==> src/design/sbo_defines.svh <==
// Constants of the skip, branch, OR and increment execution block.
// Assumes inclusion by bare name from the package and design modules.
`ifndef SBO_DEFINES_SVH
`define SBO_DEFINES_SVH
// ==========================================================
// Instruction word fields (14-bit words)
`define SBO_OPC_WIDTH 14
`define SBO_FADDR_MSB 6
`define SBO_DEST_BIT 7
`define SBO_LIT_MSB 7
`define SBO_BRANCH_MSB 10
// ==========================================================
// Opcode patterns
`define SBO_OP6_DECSKIP 6'h0b
`define SBO_OP6_INCSKIP 6'h0f
`define SBO_OP6_INCFILE 6'h0a
`define SBO_OP6_ORFILE 6'h04
`define SBO_OP4_ORLIT 4'he
`define SBO_OP3_BRANCH 3'h5
// ==========================================================
// Widths and reset values
`define SBO_PC_WIDTH 13
`define SBO_PC_RESET 13'h0000
`define SBO_W_RESET 8'h00
`define SBO_PCLH_LO 3
`define SBO_PCLH_HI 4
`endif

==> src/design/sbo_pkg.sv <==
// Types shared by the skip, branch, OR and increment execution block.
// Assumes the defines header is on the include path.
`include "sbo_defines.svh"
package sbo_pkg;
    // Decoded operation
    typedef enum logic [2:0]
    {
        SBO_NONE,
        SBO_DEC_SKIP,
        SBO_INC_SKIP,
        SBO_BRANCH,
        SBO_OR_LIT,
        SBO_INC_FILE,
        SBO_OR_FILE
    } sbo_op_type;
    // Execution sequencer state
    typedef enum logic [1:0]
    {
        SBO_RUN,
        SBO_FLUSH
    } sbo_state_type;
endpackage : sbo_pkg

==> src/design/sbo_decode.sv <==
// Decoder: instruction word to operation class.
// Assumes a 14-bit instruction word valid in the same cycle.
`include "sbo_defines.svh"
module sbo_decode
(
    // Instruction
    input wire logic [13:0] instr,
    // Decoded class
    output sbo_pkg::sbo_op_type op
);
    // ==========================================================
    // Opcode match
    always_comb
    begin
        op = sbo_pkg::SBO_NONE;
        if (instr[13:11] == `SBO_OP3_BRANCH)
            op = sbo_pkg::SBO_BRANCH;
        else if (instr[13:8] == `SBO_OP6_DECSKIP)
            op = sbo_pkg::SBO_DEC_SKIP;
        else if (instr[13:8] == `SBO_OP6_INCSKIP)
            op = sbo_pkg::SBO_INC_SKIP;
        else if (instr[13:8] == `SBO_OP6_INCFILE)
            op = sbo_pkg::SBO_INC_FILE;
        else if (instr[13:8] == `SBO_OP6_ORFILE)
            op = sbo_pkg::SBO_OR_FILE;
        else if (instr[13:10] == `SBO_OP4_ORLIT)
            op = sbo_pkg::SBO_OR_LIT; // Low two opcode bits are don't care
    end
endmodule : sbo_decode

==> src/design/sbo_exec.sv <==
// Execution unit for decrement/increment-and-skip, branch, OR and increment.
// Assumes the core presents one instruction per cycle with file data read
// combinationally from the current word's instr[6:0]; file writes happen outside on file_we.
`include "sbo_defines.svh"
module sbo_exec
(
    // Clock and reset
    input wire logic core_clk,
    input wire logic reset_n,
    // Instruction stream
    input wire logic instr_valid,
    input wire logic [13:0] instr,
    // File register side
    input wire logic [7:0] file_rdata,
    input wire logic [7:0] pc_latch_high,
    output logic [6:0] file_addr_r,
    output logic [7:0] file_wdata_r,
    output logic file_we_r,
    // Core state
    output logic [7:0] work_r,
    output logic [12:0] pc_r,
    output logic zero_flag_r,
    output logic zero_we_r,
    output logic instr_done_r
);
    // ==========================================================
    // Decode
    sbo_pkg::sbo_op_type op;
    sbo_pkg::sbo_state_type state_r;
    sbo_pkg::sbo_state_type state_nxt;
    logic [7:0] result;
    logic to_file;
    logic [6:0] file_addr_nxt;
    logic [7:0] file_wdata_nxt;
    logic file_we_nxt;
    logic [7:0] work_nxt;
    logic [12:0] pc_nxt;
    logic zero_flag_nxt;
    logic zero_we_nxt;
    logic instr_done_nxt;

    sbo_decode u_decode
    (
        .instr(instr),
        .op(op)
    );

    // Result zero test shared by skips and flag updates
    function automatic logic is_zero(input logic [7:0] v);
        is_zero = (v == 8'h00);
    endfunction : is_zero

    // The two skip forms share the squash decision
    function automatic logic is_skip(input sbo_pkg::sbo_op_type o);
        is_skip = (o == sbo_pkg::SBO_DEC_SKIP) || (o == sbo_pkg::SBO_INC_SKIP);
    endfunction : is_skip

    // ==========================================================
    // Result datapath
    // Only a valid word in the run state executes; the flush slot is a NOP
    logic exec_now;
    always_comb
    begin
        exec_now = instr_valid && (state_r == sbo_pkg::SBO_RUN);
        to_file = instr[`SBO_DEST_BIT];
        case (op)
            sbo_pkg::SBO_DEC_SKIP:
                result = file_rdata - 8'h01;
            sbo_pkg::SBO_INC_SKIP, sbo_pkg::SBO_INC_FILE:
                result = file_rdata + 8'h01;
            sbo_pkg::SBO_OR_FILE:
                result = work_r | file_rdata;
            sbo_pkg::SBO_OR_LIT:
            begin
                result = work_r | instr[`SBO_LIT_MSB:0];
                to_file = 1'b0; // Literal form has no file operand
            end
            default:
                result = 8'h00;
        endcase
    end

    // ==========================================================
    // Sequencer: program counter, flush slot and completion pulse
    always_comb
    begin
        state_nxt = state_r;
        pc_nxt = pc_r;
        instr_done_nxt = 1'b0;
        case (state_r)
            sbo_pkg::SBO_RUN:
            begin
                if (instr_valid)
                begin
                    pc_nxt = pc_r + 13'h0001;
                    instr_done_nxt = 1'b1;
                    if (op == sbo_pkg::SBO_BRANCH)
                    begin
                        // Unconditional; second cycle flushes the prefetch
                        pc_nxt = {pc_latch_high[`SBO_PCLH_HI:`SBO_PCLH_LO],
                                  instr[`SBO_BRANCH_MSB:0]};
                        state_nxt = sbo_pkg::SBO_FLUSH;
                        instr_done_nxt = 1'b0;
                    end
                    else if (is_skip(op) && is_zero(result))
                    begin
                        // Zero result squashes the next word
                        state_nxt = sbo_pkg::SBO_FLUSH;
                        instr_done_nxt = 1'b0;
                    end
                end
            end
            sbo_pkg::SBO_FLUSH:
            begin
                // Executes a NOP in place of the discarded word
                if (instr_valid)
                begin
                    state_nxt = sbo_pkg::SBO_RUN;
                    pc_nxt = pc_r + 13'h0001;
                    instr_done_nxt = 1'b1;
                end
            end
            default:
                state_nxt = sbo_pkg::SBO_RUN;
        endcase
    end

    // Sequencer registers
    always_ff @(posedge core_clk or negedge reset_n)
    begin
        if (!reset_n)
        begin
            state_r <= sbo_pkg::SBO_RUN;
            pc_r <= `SBO_PC_RESET;
            instr_done_r <= 1'b0;
        end
        else
        begin
            state_r <= state_nxt;
            pc_r <= pc_nxt;
            instr_done_r <= instr_done_nxt;
        end
    end

    // ==========================================================
    // Result routing to W or the file register
    // A skip still writes its result; only the following word is squashed
    always_comb
    begin
        file_addr_nxt = file_addr_r;
        file_wdata_nxt = file_wdata_r;
        file_we_nxt = 1'b0;
        work_nxt = work_r;
        if (exec_now)
        begin
            file_addr_nxt = instr[`SBO_FADDR_MSB:0];
            case (op)
                sbo_pkg::SBO_DEC_SKIP, sbo_pkg::SBO_INC_SKIP, sbo_pkg::SBO_INC_FILE,
                sbo_pkg::SBO_OR_FILE, sbo_pkg::SBO_OR_LIT:
                begin
                    if (to_file)
                    begin
                        file_we_nxt = 1'b1;
                        file_wdata_nxt = result;
                    end
                    else
                    begin
                        work_nxt = result;
                    end
                end
                default:
                    work_nxt = work_r;
            endcase
        end
    end

    // Routing registers
    always_ff @(posedge core_clk or negedge reset_n)
    begin
        if (!reset_n)
        begin
            file_addr_r <= 7'h00;
            file_wdata_r <= 8'h00;
            file_we_r <= 1'b0;
            work_r <= `SBO_W_RESET;
        end
        else
        begin
            file_addr_r <= file_addr_nxt;
            file_wdata_r <= file_wdata_nxt;
            file_we_r <= file_we_nxt;
            work_r <= work_nxt;
        end
    end

    // ==========================================================
    // Zero flag; the skip forms and the branch leave it alone
    always_comb
    begin
        zero_flag_nxt = zero_flag_r;
        zero_we_nxt = 1'b0;
        if (exec_now)
        begin
            case (op)
                sbo_pkg::SBO_INC_FILE, sbo_pkg::SBO_OR_FILE, sbo_pkg::SBO_OR_LIT:
                begin
                    zero_we_nxt = 1'b1;
                    zero_flag_nxt = is_zero(result);
                end
                default:
                    zero_we_nxt = 1'b0;
            endcase
        end
    end

    // Flag registers
    always_ff @(posedge core_clk or negedge reset_n)
    begin
        if (!reset_n)
        begin
            zero_flag_r <= 1'b0;
            zero_we_r <= 1'b0;
        end
        else
        begin
            zero_flag_r <= zero_flag_nxt;
            zero_we_r <= zero_we_nxt;
        end
    end
endmodule : sbo_exec

==> config.mk <==
export PLATFORM = sky130hd
export DESIGN_NAME = sbo_exec
export DESIGN_NICKNAME = d
export VERILOG_FILES = /design/src/design/sbo_pkg.sv /design/src/design/sbo_decode.sv /design/src/design/sbo_exec.sv
export VERILOG_INCLUDE_DIRS = /design/src /design/src/design
export SDC_FILE = /design/constraint.sdc
export NUM_CORES = 1
export LEC_CHECK = 0
export ABC_AREA = 1
export BUFFER_PORTS_ARGS = -buffer_cell sky130_fd_sc_hd__buf_2
export CAP_MARGIN = 10
export CORE_MARGIN = 5
export CORE_UTILIZATION = 47
export DETAILED_ROUTE_END_ITERATION = 10
export PLACE_DENSITY_LB_ADDON = 0.25
export SYNTH_ARGS = -nofsm -noshare
export SYNTH_HDL_FRONTEND = slang
export SYNTH_SLANG_ARGS = --single-unit
==> constraint.sdc <==
create_clock -name core_clk -period 1.6 [get_ports core_clk]
set_clock_uncertainty 0.05 [all_clocks]
set_input_delay 0.24 -clock core_clk [delete_from_list [all_inputs] [get_ports core_clk]]
set_output_delay 0.24 -clock core_clk [all_outputs]
set_load 0.05 [all_outputs]
# After elaboration in Yosys (flattened, before gate mapping)
# Index checks and enable logic that the tools add are counted.
# W data, S select, Z words.
dict set report classes {
  n_addsub 3
  eq_ne 16
  n_mux 27
  bitwise 3
  reduce_logical 14
}
# cell n
set ops {}
lappend ops {{$mux W13} 3}
lappend ops {{$pmux W8 S4} 1}
lappend ops {{$pmux W13 S2} 1}
lappend ops {{$eq A6 B4 Y1 const B} 3}
lappend ops {{$mux W3} 6}
lappend ops {{$or A8 B8 Y8} 2}
lappend ops {{$add A13 B1 Y13 const B} 1}
lappend ops {{$eq A3 B3 Y1 const B} 4}
lappend ops {{$reduce_and A3 Y1} 4}
lappend ops {{$mux W1} 10}
lappend ops {{$add A8 B1 Y8 const B} 1}
lappend ops {{$logic_not A8 Y1} 1}
lappend ops {{$mux W2} 4}
lappend ops {{$sub A8 B1 Y8 const B} 1}
lappend ops {{$eq A3 B2 Y1 const B} 2}
lappend ops {{$eq A6 B3 Y1 const B} 1}
lappend ops {{$reduce_or A5 Y1} 1}
lappend ops {{$eq A4 B4 Y1 const B} 1}
lappend ops {{$ne A2 B2 Y1 const B} 2}
lappend ops {{$pmux W2 S2} 1}
lappend ops {{$eq A3 B1 Y1 const B} 1}
lappend ops {{$ne A3 B1 Y1 const B} 1}
lappend ops {{$reduce_or A3 Y1} 1}
lappend ops {{$eq A2 B1 Y1 const B} 1}
lappend ops {{8 further kinds} 9}
dict set report word_totals {
  register_bits 42
  output_inout_bits 40
  word_cells 72
}

# Logic depth before layout (Yosys ltp)
# Gate-level depths: netlist (run 1).
dict set report depth {
  word_depth 16
  depth_mapped 17
  depth_no_buf 17
}

# Modules after synthesis
# A second synthesis (run 1) with hierarchy kept.
dict set report unflattened {
  cells_unflattened 370
  hier_area_um2 2628.8
}
# module instances cells_each area_per_inst_um2 seq_area_each_um2
set modules_own_cells {}
lappend modules_own_cells {sbo_exec 1 349 2534.9 1026.0}
lappend modules_own_cells {sbo_decode 1 21 93.8 0.0}

# Worst setup path before layout (run 1)
# No wires, ideal clock.
dict set report synth_path {
  path_type {input -> register}
  start {in instr[13]}
  end {reg instr_done_r}
  setup_time_ps 119
  t_arrival_ps 2036
  required_ps 1431
  path_slack_ps -605
  cell_stages 14
  path_buffers 0
  path_cell_list {nor2_2 > nand2_1 > nand2_1 > inv_1 > ha_1 > nand2_1 > inv_1 > o21ai_0 > nand4_1 > nand3_1 > nand2_1 > nor2_1 > nand4_1 > and2_1}
}
dict set report synth_between {
  elab_chain_len 16
}
# item line
set synth_lines {}
lappend synth_lines {{start, declared} sbo_exec.sv:12} ;# input wire logic [13:0] instr,
lappend synth_lines {{$eq A4 B4 Y1 (no source line)} -}
lappend synth_lines {{$mux W3} sbo_decode.sv:26} ;# else if (instr[13:10] == `SBO_OP4_ORLIT)
lappend synth_lines {{$mux W3} sbo_decode.sv:24} ;# else if (instr[13:8] == `SBO_OP6_ORFILE)
lappend synth_lines {{$mux W3} sbo_decode.sv:22} ;# else if (instr[13:8] == `SBO_OP6_INCFILE)
lappend synth_lines {{$mux W3} sbo_decode.sv:20} ;# else if (instr[13:8] == `SBO_OP6_INCSKIP)
lappend synth_lines {{$mux W3} sbo_decode.sv:18} ;# else if (instr[13:8] == `SBO_OP6_DECSKIP)
lappend synth_lines {{$mux W3 *} sbo_decode.sv:16} ;# if (instr[13:11] == `SBO_OP3_BRANCH)
lappend synth_lines {{$eq A3 B2 Y1 / $eq A3 B3 Y1 (equally long branches)} {sbo_exec.sv:55, sbo_exec.sv:66}}
lappend synth_lines {{$reduce_or A2 Y1} sbo_exec.sv:66} ;# case (op)
lappend synth_lines {{$pmux W8 S4} sbo_exec.sv:66}
lappend synth_lines {{$logic_not A8 Y1} sbo_exec.sv:50} ;# is_zero = (v == 8'h00);
lappend synth_lines {{$logic_and A1 B1 Y1} sbo_exec.sv:105} ;# else if (is_skip(op) && is_zero(result))
lappend synth_lines {{$mux W1} sbo_exec.sv:105}
lappend synth_lines {{$mux W1 *} sbo_exec.sv:97} ;# if (op == sbo_pkg::SBO_BRANCH)
lappend synth_lines {{$mux W1 *} sbo_exec.sv:93} ;# if (instr_valid)
lappend synth_lines {{$pmux W1 S2 *} sbo_exec.sv:90} ;# case (state_r)
lappend synth_lines {{via instr_done_nxt} sbo_exec.sv:40} ;# logic instr_done_nxt;
lappend synth_lines {{end signal, assigned} sbo_exec.sv:141} ;# instr_done_r <= instr_done_nxt;
lappend synth_lines {{end, declared} sbo_exec.sv:24} ;# output logic instr_done_r
# The timed path passes the listed nets; every way through them passes the cells marked *.
# A chain may end at the register's enable or synchronous reset.

# Worst setup path after layout (run 1)
dict set report layout_path {
  start {in instr[11]}
  end {reg instr_done_r}
}
# The elaborated chain is that of the path after synthesis.

==> parameters.txt, run 1 <==
Parameter                              Value

Synth
  Cell types with the highest counts after synthesis    92 x sky130_fd_sc_hd__nand2_1, 44 x sky130_fd_sc_hd__inv_1, 41 x sky130_fd_sc_hd__dfrtp_1
  Proportion of synthesized chip area in sequential cells    39.7%
  Post-Syn Nets    399
  Warnings from Yosys    0
  Cell with the most instances after synthesis    sky130_fd_sc_hd__nand2_1
  Dominant cell type by area after synthesis    sky130_fd_sc_hd__dfrtp_1
  Share of flip-flops with an asynchronous set or reset after synthesis    100%
  Cell types occupying the most area after synthesis    sky130_fd_sc_hd__dfrtp_1 40%, sky130_fd_sc_hd__nand2_1 13%, sky130_fd_sc_hd__inv_1 6.4%
  Post-synth design cell area    0.00259 mm^2
  Count of mapped cells out of synthesis    358
  Number of synthesized register bits    41
  Average cell area after synthesis    7.22 um^2
  Area share of the largest cell type after synthesis    39.7%
  Synth Flop Type    sky130_fd_sc_hd__dfrtp_1
  Number of unique standard cell types used by synthesis    33
  Number of enable-type register cells in the synthesized netlist    0

Global routing
  Number of antenna violations at the first check in global routing    0
  Total congestion overflow after global routing    0
  Wire length of the first global-routing pass    13.5 mm
  Pin count of the biggest net entering global routing    42
  Via count of the first global-routing pass    2875
  Total track usage    23.1%

Worst setup path
  Cell type with the highest occurrence count on the critical path    sky130_fd_sc_hd__nand3_2
  Biggest cell delay along the critical path    0.31 ns
  Ordered list of cells on the worst path    buf_6 > inv_8 > nor2_4 > nand3_2 > nand2_4 > inv_8 > ha_4 > buf_4 > nand3_2 > nand2_1 > nand2_1 > nand3_2 > nand2_2 > inv_2 > nand2_2 > nor2_4 > nand4_1 > and2_1
  Critical path arrival    2.07 ns
  Category of the worst setup path capture point    flop
  Startpoint-to-endpoint class of the critical path    in2reg
  Startpoint kind of the worst setup timing path    primary input
  Required time reported for the critical path endpoint    1.75 ns
  Highest-delay cell along the critical path    sky130_fd_sc_hd__ha_4
  Worst-path maximum fanout    6

Final layout
  Area Growth Syn to Fin    54.0%
  Antenna diode count    0
  Final cell count without fillers    569
  Layout net count    537
  Number of filler cells placed in the layout    423
  Finished layout cell area    0.00398 mm^2
  Storage element area    0.00103 mm^2
  Combined area of the multi-input logic cells    0.00161 mm^2
  Share of cells above drive strength 1    45.3%
  Final Util    73.2%

STA
  Final setup fails    12
  Final Cycle Share    120%
  Number of hold violations in the final report    0
  Hold Slack    0.152 ns
  Setup TNS after final layout    -1.81 ns
  Worst Tran Pin Value    0.378 ns
  Setup slack of the critical path after layout    -0.317 ns
  Relative slew slack    74.7%
  Setup repair after global routing missed its margin    true
  Upper clock frequency limit    522 MHz
  Max-slew violation total from the final report    0
  Minimum clock period after layout    1.92 ns

Floorplanning
  Core box area    0.00544 mm^2
  Die Span Y    84.2 um
  Effective utilization at floorplan    47.6%
  Floorplan die area    0.00709 mm^2
  Placement Rows    27
  Number of top-level pins    73
  Chip Width    84.2 um

Clock network
  H-tree lvl count    2
  Clock tree from TritonCTS    yes
  Number of buffers created by CTS    5
  Clock insertion delay at the later pin of the skew report    0.30 ns
  Clk pin slew, worst setup/hold paths    0.08 ns
  Clock Sinks    41
  Clock Path Buffers    2
  Clock Tree Root    sky130_fd_sc_hd__clkbuf_8

Placed design
  Routability congestion estimate    0.890
  Buffers on Ports    66
  Detailed placer's ending HPWL    5.92 mm
  Place WS    -0.697 ns
  Number of placed instances with taps included    546
  Post-place instance area    0.00358 mm^2

Route
  Total via count after detailed routing    2904
  Wire length reported by the detailed router    8.11 mm
  Antenna Violating Nets Remaining    0
  Router iterations before antenna repair    4
  Per-cell via count in the routed design    5.10
  DRC errors left    0
  Starting DRT DRC Count    164
  Final routed wire length divided by cell count    14.3 um

Power and ir drop
  Post-route total power    4.46 mW
  Worst vdd ir    0.000701 V
  Lkg Pwr    2.05 nW
  Power density of the placed cells    1120 mW/mm^2

Run
  Max_cap viols    0

Hold path
  Type of the worst min-delay path    in2reg

Outcome
  Violated checks    negative setup slack
  Result of the run    complete, but fails checks
-- path summary, 6_finish.rpt --
path / start / to / slack (ns) / cells past startpoint
worst min-delay path: instr[0] / file_addr_r[0] / 0.15 / 3
worst max-delay path: instr[11] / instr_done_r / -0.32 / 18
max in group asynchronous: reset_n / pc_r[2] / 0.91 / 3
worst min register to register: file_addr_r[4] / file_addr_r[4] / 0.42 / 2
min in group asynchronous: reset_n / pc_r[7] / 0.37 / 3
worst max register to register: pc_r[0] / pc_r[12] / -0.05 / 9
-- registers in the layout, indices dropped and copies added (netlist names) --
register	count
file_addr_r	7
file_we_r	1
work_r	8
instr_done_r	1
file_wdata_r	8
zero_we_r	1
zero_flag_r	1
pc_r	13
state_r	1
-- area by class of cell --
| cell class | instances | area share, % |
|---|---|---|
| well taps | 72 | 2.26 |
| multi-input cells | 255 | 40.3 |
| flip-flops and latches | 41 | 25.9 |
| repair buffers | 139 | 23.9 |
| clock inverters | 3 | 0.440 |
| inverters | 54 | 5.46 |
| clock buffers | 5 | 1.73 |
-- timing repair --
action	CTS	global route
setup buffers	7	8
pin swaps	29	22
gates resized for setup	32	21
endpoints found under the setup margin	17	21
hold buffers	1	0
hold endpoints to repair	41	0
-- critical path: cells and delay by family --
family                     cells  cell delay [ns]
buffers and inverters          5             0.36
and+or+nand+nor               12             1.15
adders and majority gates      1             0.31
-- cells by family (layout without fill, tap and decap cells) --
kind of cell | count (synthesis) | after routing | share of synthesized area, %
simple gates | 173 | 173 | 29.3
compound gates | 63 | 63 | 13.4
buf+inv | 62 | 201 | 9.72
flops | 41 | 41 | 39.7
xor+xnor | 11 | 11 | 3.73
fa+ha+maj | 8 | 8 | 4.16
-- layer usage --
layer | global-route usage [%] | routed length [um] | up-vias
met3 | 3.24 | 471 | 13
met1 | 32.4 | 3590 | 1357
met2 | 37.2 | 3920 | 99
met5 | 0 | 0 | -
li1 | - | - | 1435
met4 | 6.58 | 128 | 0
-- placed cells by master (no fill, tap or decap), drive strengths merged --
cell type / synthesis / routed
xor2: 8 / 8
nor3: 5 / 5
nand3: 28 / 28
a22oi: 1 / 1
fa: 1 / 1
dlygate4sd3: 0 / 1
nand3b: 1 / 1
nand4: 7 / 7
inv: 53 / 53
dfrtp: 41 / 41
clkinv: 1 / 3
o22ai: 5 / 5
ha: 7 / 7
nor2: 36 / 36
a31oi: 5 / 5
o211ai: 2 / 2
clkbuf: 4 / 5
buf: 4 / 138
xnor2: 3 / 3
o21ai: 35 / 35
and2: 1 / 1
nand2: 95 / 95
clkinvlp: 0 / 1
a21oi: 15 / 15
-- where the power goes --
group,switching [mW],internal [mW],total (mW)
combinational,1.59,0.668,2.25
clock,0.394,0.302,0.696
sequential,0.209,1.30,1.51
total,2.19,2.27,4.46
Power figures use the tool's default switching activity.
==> inputs of run 2 (changes only) <==
SETUP_SLACK_MARGIN = 0.05   (was default)
==> parameters.txt, run 2 (same netlist as run 1, synthesis figures left out) <==
Parameter                              Value

STA
  Setup slack of the critical path after layout    -0.358 ns (-0.0406 ns)
  Setup repair after global routing missed its margin    true
  Number of hold violations in the final report    0 (unchanged)
  Relative slew slack    64.1% (-11 points)
  Final setup fails    13 (+1)
  Max-slew violation total from the final report    0 (unchanged)
  Worst Tran Pin Value    0.538 ns (+0.159 ns)
  Setup TNS after final layout    -2.49 ns (-0.680 ns)
  Minimum clock period after layout    1.96 ns (+0.0406 ns)
  Hold Slack    0.147 ns (-0.00481 ns)
  Upper clock frequency limit    511 MHz (-2.1%)
  Final Cycle Share    122% (+2.5 points)

Final layout
  Most used cells in the layout excluding fill and tap cells    76 x sky130_fd_sc_hd__nand2_1, 66 x sky130_fd_sc_hd__buf_4, 60 x sky130_fd_sc_hd__buf_2
  Share of cells above drive strength 1    48.8% (+3.5 points)
  Antenna diode count    0 (unchanged)
  Finished layout cell area    0.00417 mm^2 (+4.7%)
  Largest registers    pc_r x13, file_wdata_r x8, work_r x8
  Area Growth Syn to Fin    61.3%
  Most common cell after layout, fill and taps aside    sky130_fd_sc_hd__nand2_1
  Layout net count    542 (+0.93%)
  Number of flip-flops in the largest register    13 (unchanged)
  Final cell count without fillers    574 (+0.88%)
  Top register by number of flip-flops    pc_r

Outcome
  Result of the run    complete, but fails checks
  Violated checks    negative setup slack

Floorplanning
  Placement Rows    27 (unchanged)
  Core box area    0.00544 mm^2 (unchanged)
  Chip Width    84.2 um (unchanged)
  Die Span Y    84.2 um (unchanged)
  Floorplan die area    0.00709 mm^2 (unchanged)
  Number of top-level pins    73 (unchanged)
  Effective utilization at floorplan    47.6% (unchanged)

Global routing
  Total track usage    23.2% (+0.13 points)
  Pin count of the biggest net entering global routing    22 (-48%)
  Wire length of the first global-routing pass    13.4 mm (-0.56%)
  Number of antenna violations at the first check in global routing    0 (unchanged)
  Total congestion overflow after global routing    0 (unchanged)
  Via count of the first global-routing pass    2866 (-0.31%)

Power and ir drop
  Worst vdd ir    0.000823 V (+17%)
  Power density of the placed cells    1140 mW/mm^2 (+2.1%)
  Lkg Pwr    2.12 nW (+3.4%)
  Post-route total power    4.77 mW (+7.0%)

Worst setup path
  Startpoint-to-endpoint class of the critical path    in2reg
  Worst-path maximum fanout    3 (-3)
  Critical path arrival    2.10 ns (+0.03 ns)
  Required time reported for the critical path endpoint    1.74 ns (about the same)
  Category of the worst setup path capture point    flop
  Startpoint kind of the worst setup timing path    primary input

Route
  Total via count after detailed routing    2976 (+2.5%)
  Wire length reported by the detailed router    8.54 mm (+5.2%)
  DRC errors left    0 (unchanged)
  Starting DRT DRC Count    241 (+47%)
  Router iterations before antenna repair    4 (unchanged)
  Final routed wire length divided by cell count    14.9 um (+4.3%)
  Antenna Violating Nets Remaining    0 (unchanged)
  Per-cell via count in the routed design    5.18 (+1.6%)

Clock network
  Clock tree from TritonCTS    yes
  Clock Path Buffers    2 (unchanged)
  Number of buffers created by CTS    5 (unchanged)
  H-tree lvl count    2 (unchanged)
  Clock insertion delay at the later pin of the skew report    0.30 ns (about the same)
  Clock Sinks    41 (unchanged)
  Clock Tree Root    sky130_fd_sc_hd__clkbuf_8
  Clk pin slew, worst setup/hold paths    0.09 ns (about the same)

Placed design
  Number of placed instances with taps included    544 (-0.37%)
  Buffers on Ports    66 (unchanged)
  Routability congestion estimate    0.875 (-1.7%)
  Post-place instance area    0.00357 mm^2 (-0.17%)
  Detailed placer's ending HPWL    5.93 mm (+0.15%)

Run
  Max_cap viols    0 (unchanged)

Hold path
  Type of the worst min-delay path    in2reg
-- run 2: layer usage --
layer	global-route usage, %	up-vias	part of all wire [%]
met2	39.4	115	50
met1	30.1	1394	42
met3	4.51	19	5.7
li1	-	1448	-
met4	6.87	0	1.9
met5	0	-	0
-- run 2: power breakdown --
| group | switching, mW | internal (mW) |
|---|---|---|
| sequential | 0.205 | 1.30 |
| clock | 0.394 | 0.467 |
| combinational | 1.65 | 0.751 |
| total | 2.25 | 2.52 |
-- run 2: what timing repair did --
action,in CTS,in global routing
endpoints found under the hold margin,18,0
setup endpoints to repair,20,25
resized for setup,50,26
hold buffers,1,0
setup buffers,14,8
pin swaps,29,26
-- run 2: path summary, 6_finish.rpt --
kind / to / from / slack, ns / cells after the start
hold / removal: file_addr_r[2] / instr[2] / 0.15 / 3
max in group asynchronous: file_addr_r[5] / reset_n / 0.52 / 3
min in group asynchronous: work_r[0] / reset_n / 0.40 / 2
setup / recovery: instr_done_r / instr[9] / -0.36 / 16
hold reg to reg: file_addr_r[2] / file_addr_r[2] / 0.42 / 2
setup reg to reg: pc_r[11] / pc_r[2] / 0.02 / 10
-- run 2: final cells by class --
type / count / area (um^2)
clock buffers: 5 / 68.8
clock inverters: 3 / 46.3
fillers: 395 / 1270
inverters: 54 / 223
multi-input cells: 255 / 1670
flip-flops and latches: 41 / 1040
well taps: 72 / 90.1
repair buffers: 144 / 1030
-- run 2: critical path, stage by stage --
cell	delay (ns)
sky130_fd_sc_hd__buf_6	0.10
sky130_fd_sc_hd__nand2_1	0.06
sky130_fd_sc_hd__nor2_1	0.05
sky130_fd_sc_hd__nand2_2	0.08
sky130_fd_sc_hd__nand2_4	0.08
sky130_fd_sc_hd__buf_4	0.14
sky130_fd_sc_hd__fa_2	0.38
sky130_fd_sc_hd__inv_2	0.08
sky130_fd_sc_hd__nand4_1	0.14
sky130_fd_sc_hd__nand3_1	0.11
sky130_fd_sc_hd__nand2_1	0.07
sky130_fd_sc_hd__nand3_2	0.09
sky130_fd_sc_hd__nand2_2	0.07
sky130_fd_sc_hd__nor2_4	0.11
sky130_fd_sc_hd__nand4_1	0.13
sky130_fd_sc_hd__and2_1	0.17
-- run 2: stage by stage --
step | setup slack (ns) | util (%)
after detailed placement | -0.670 | 65.7
after global placement | -0.687 | 65.7
after floorplan | -0.331 | -
final | -0.358 | 76.7
after global routing | -0.470 | 76.7
after CTS | -0.213 | 73.4
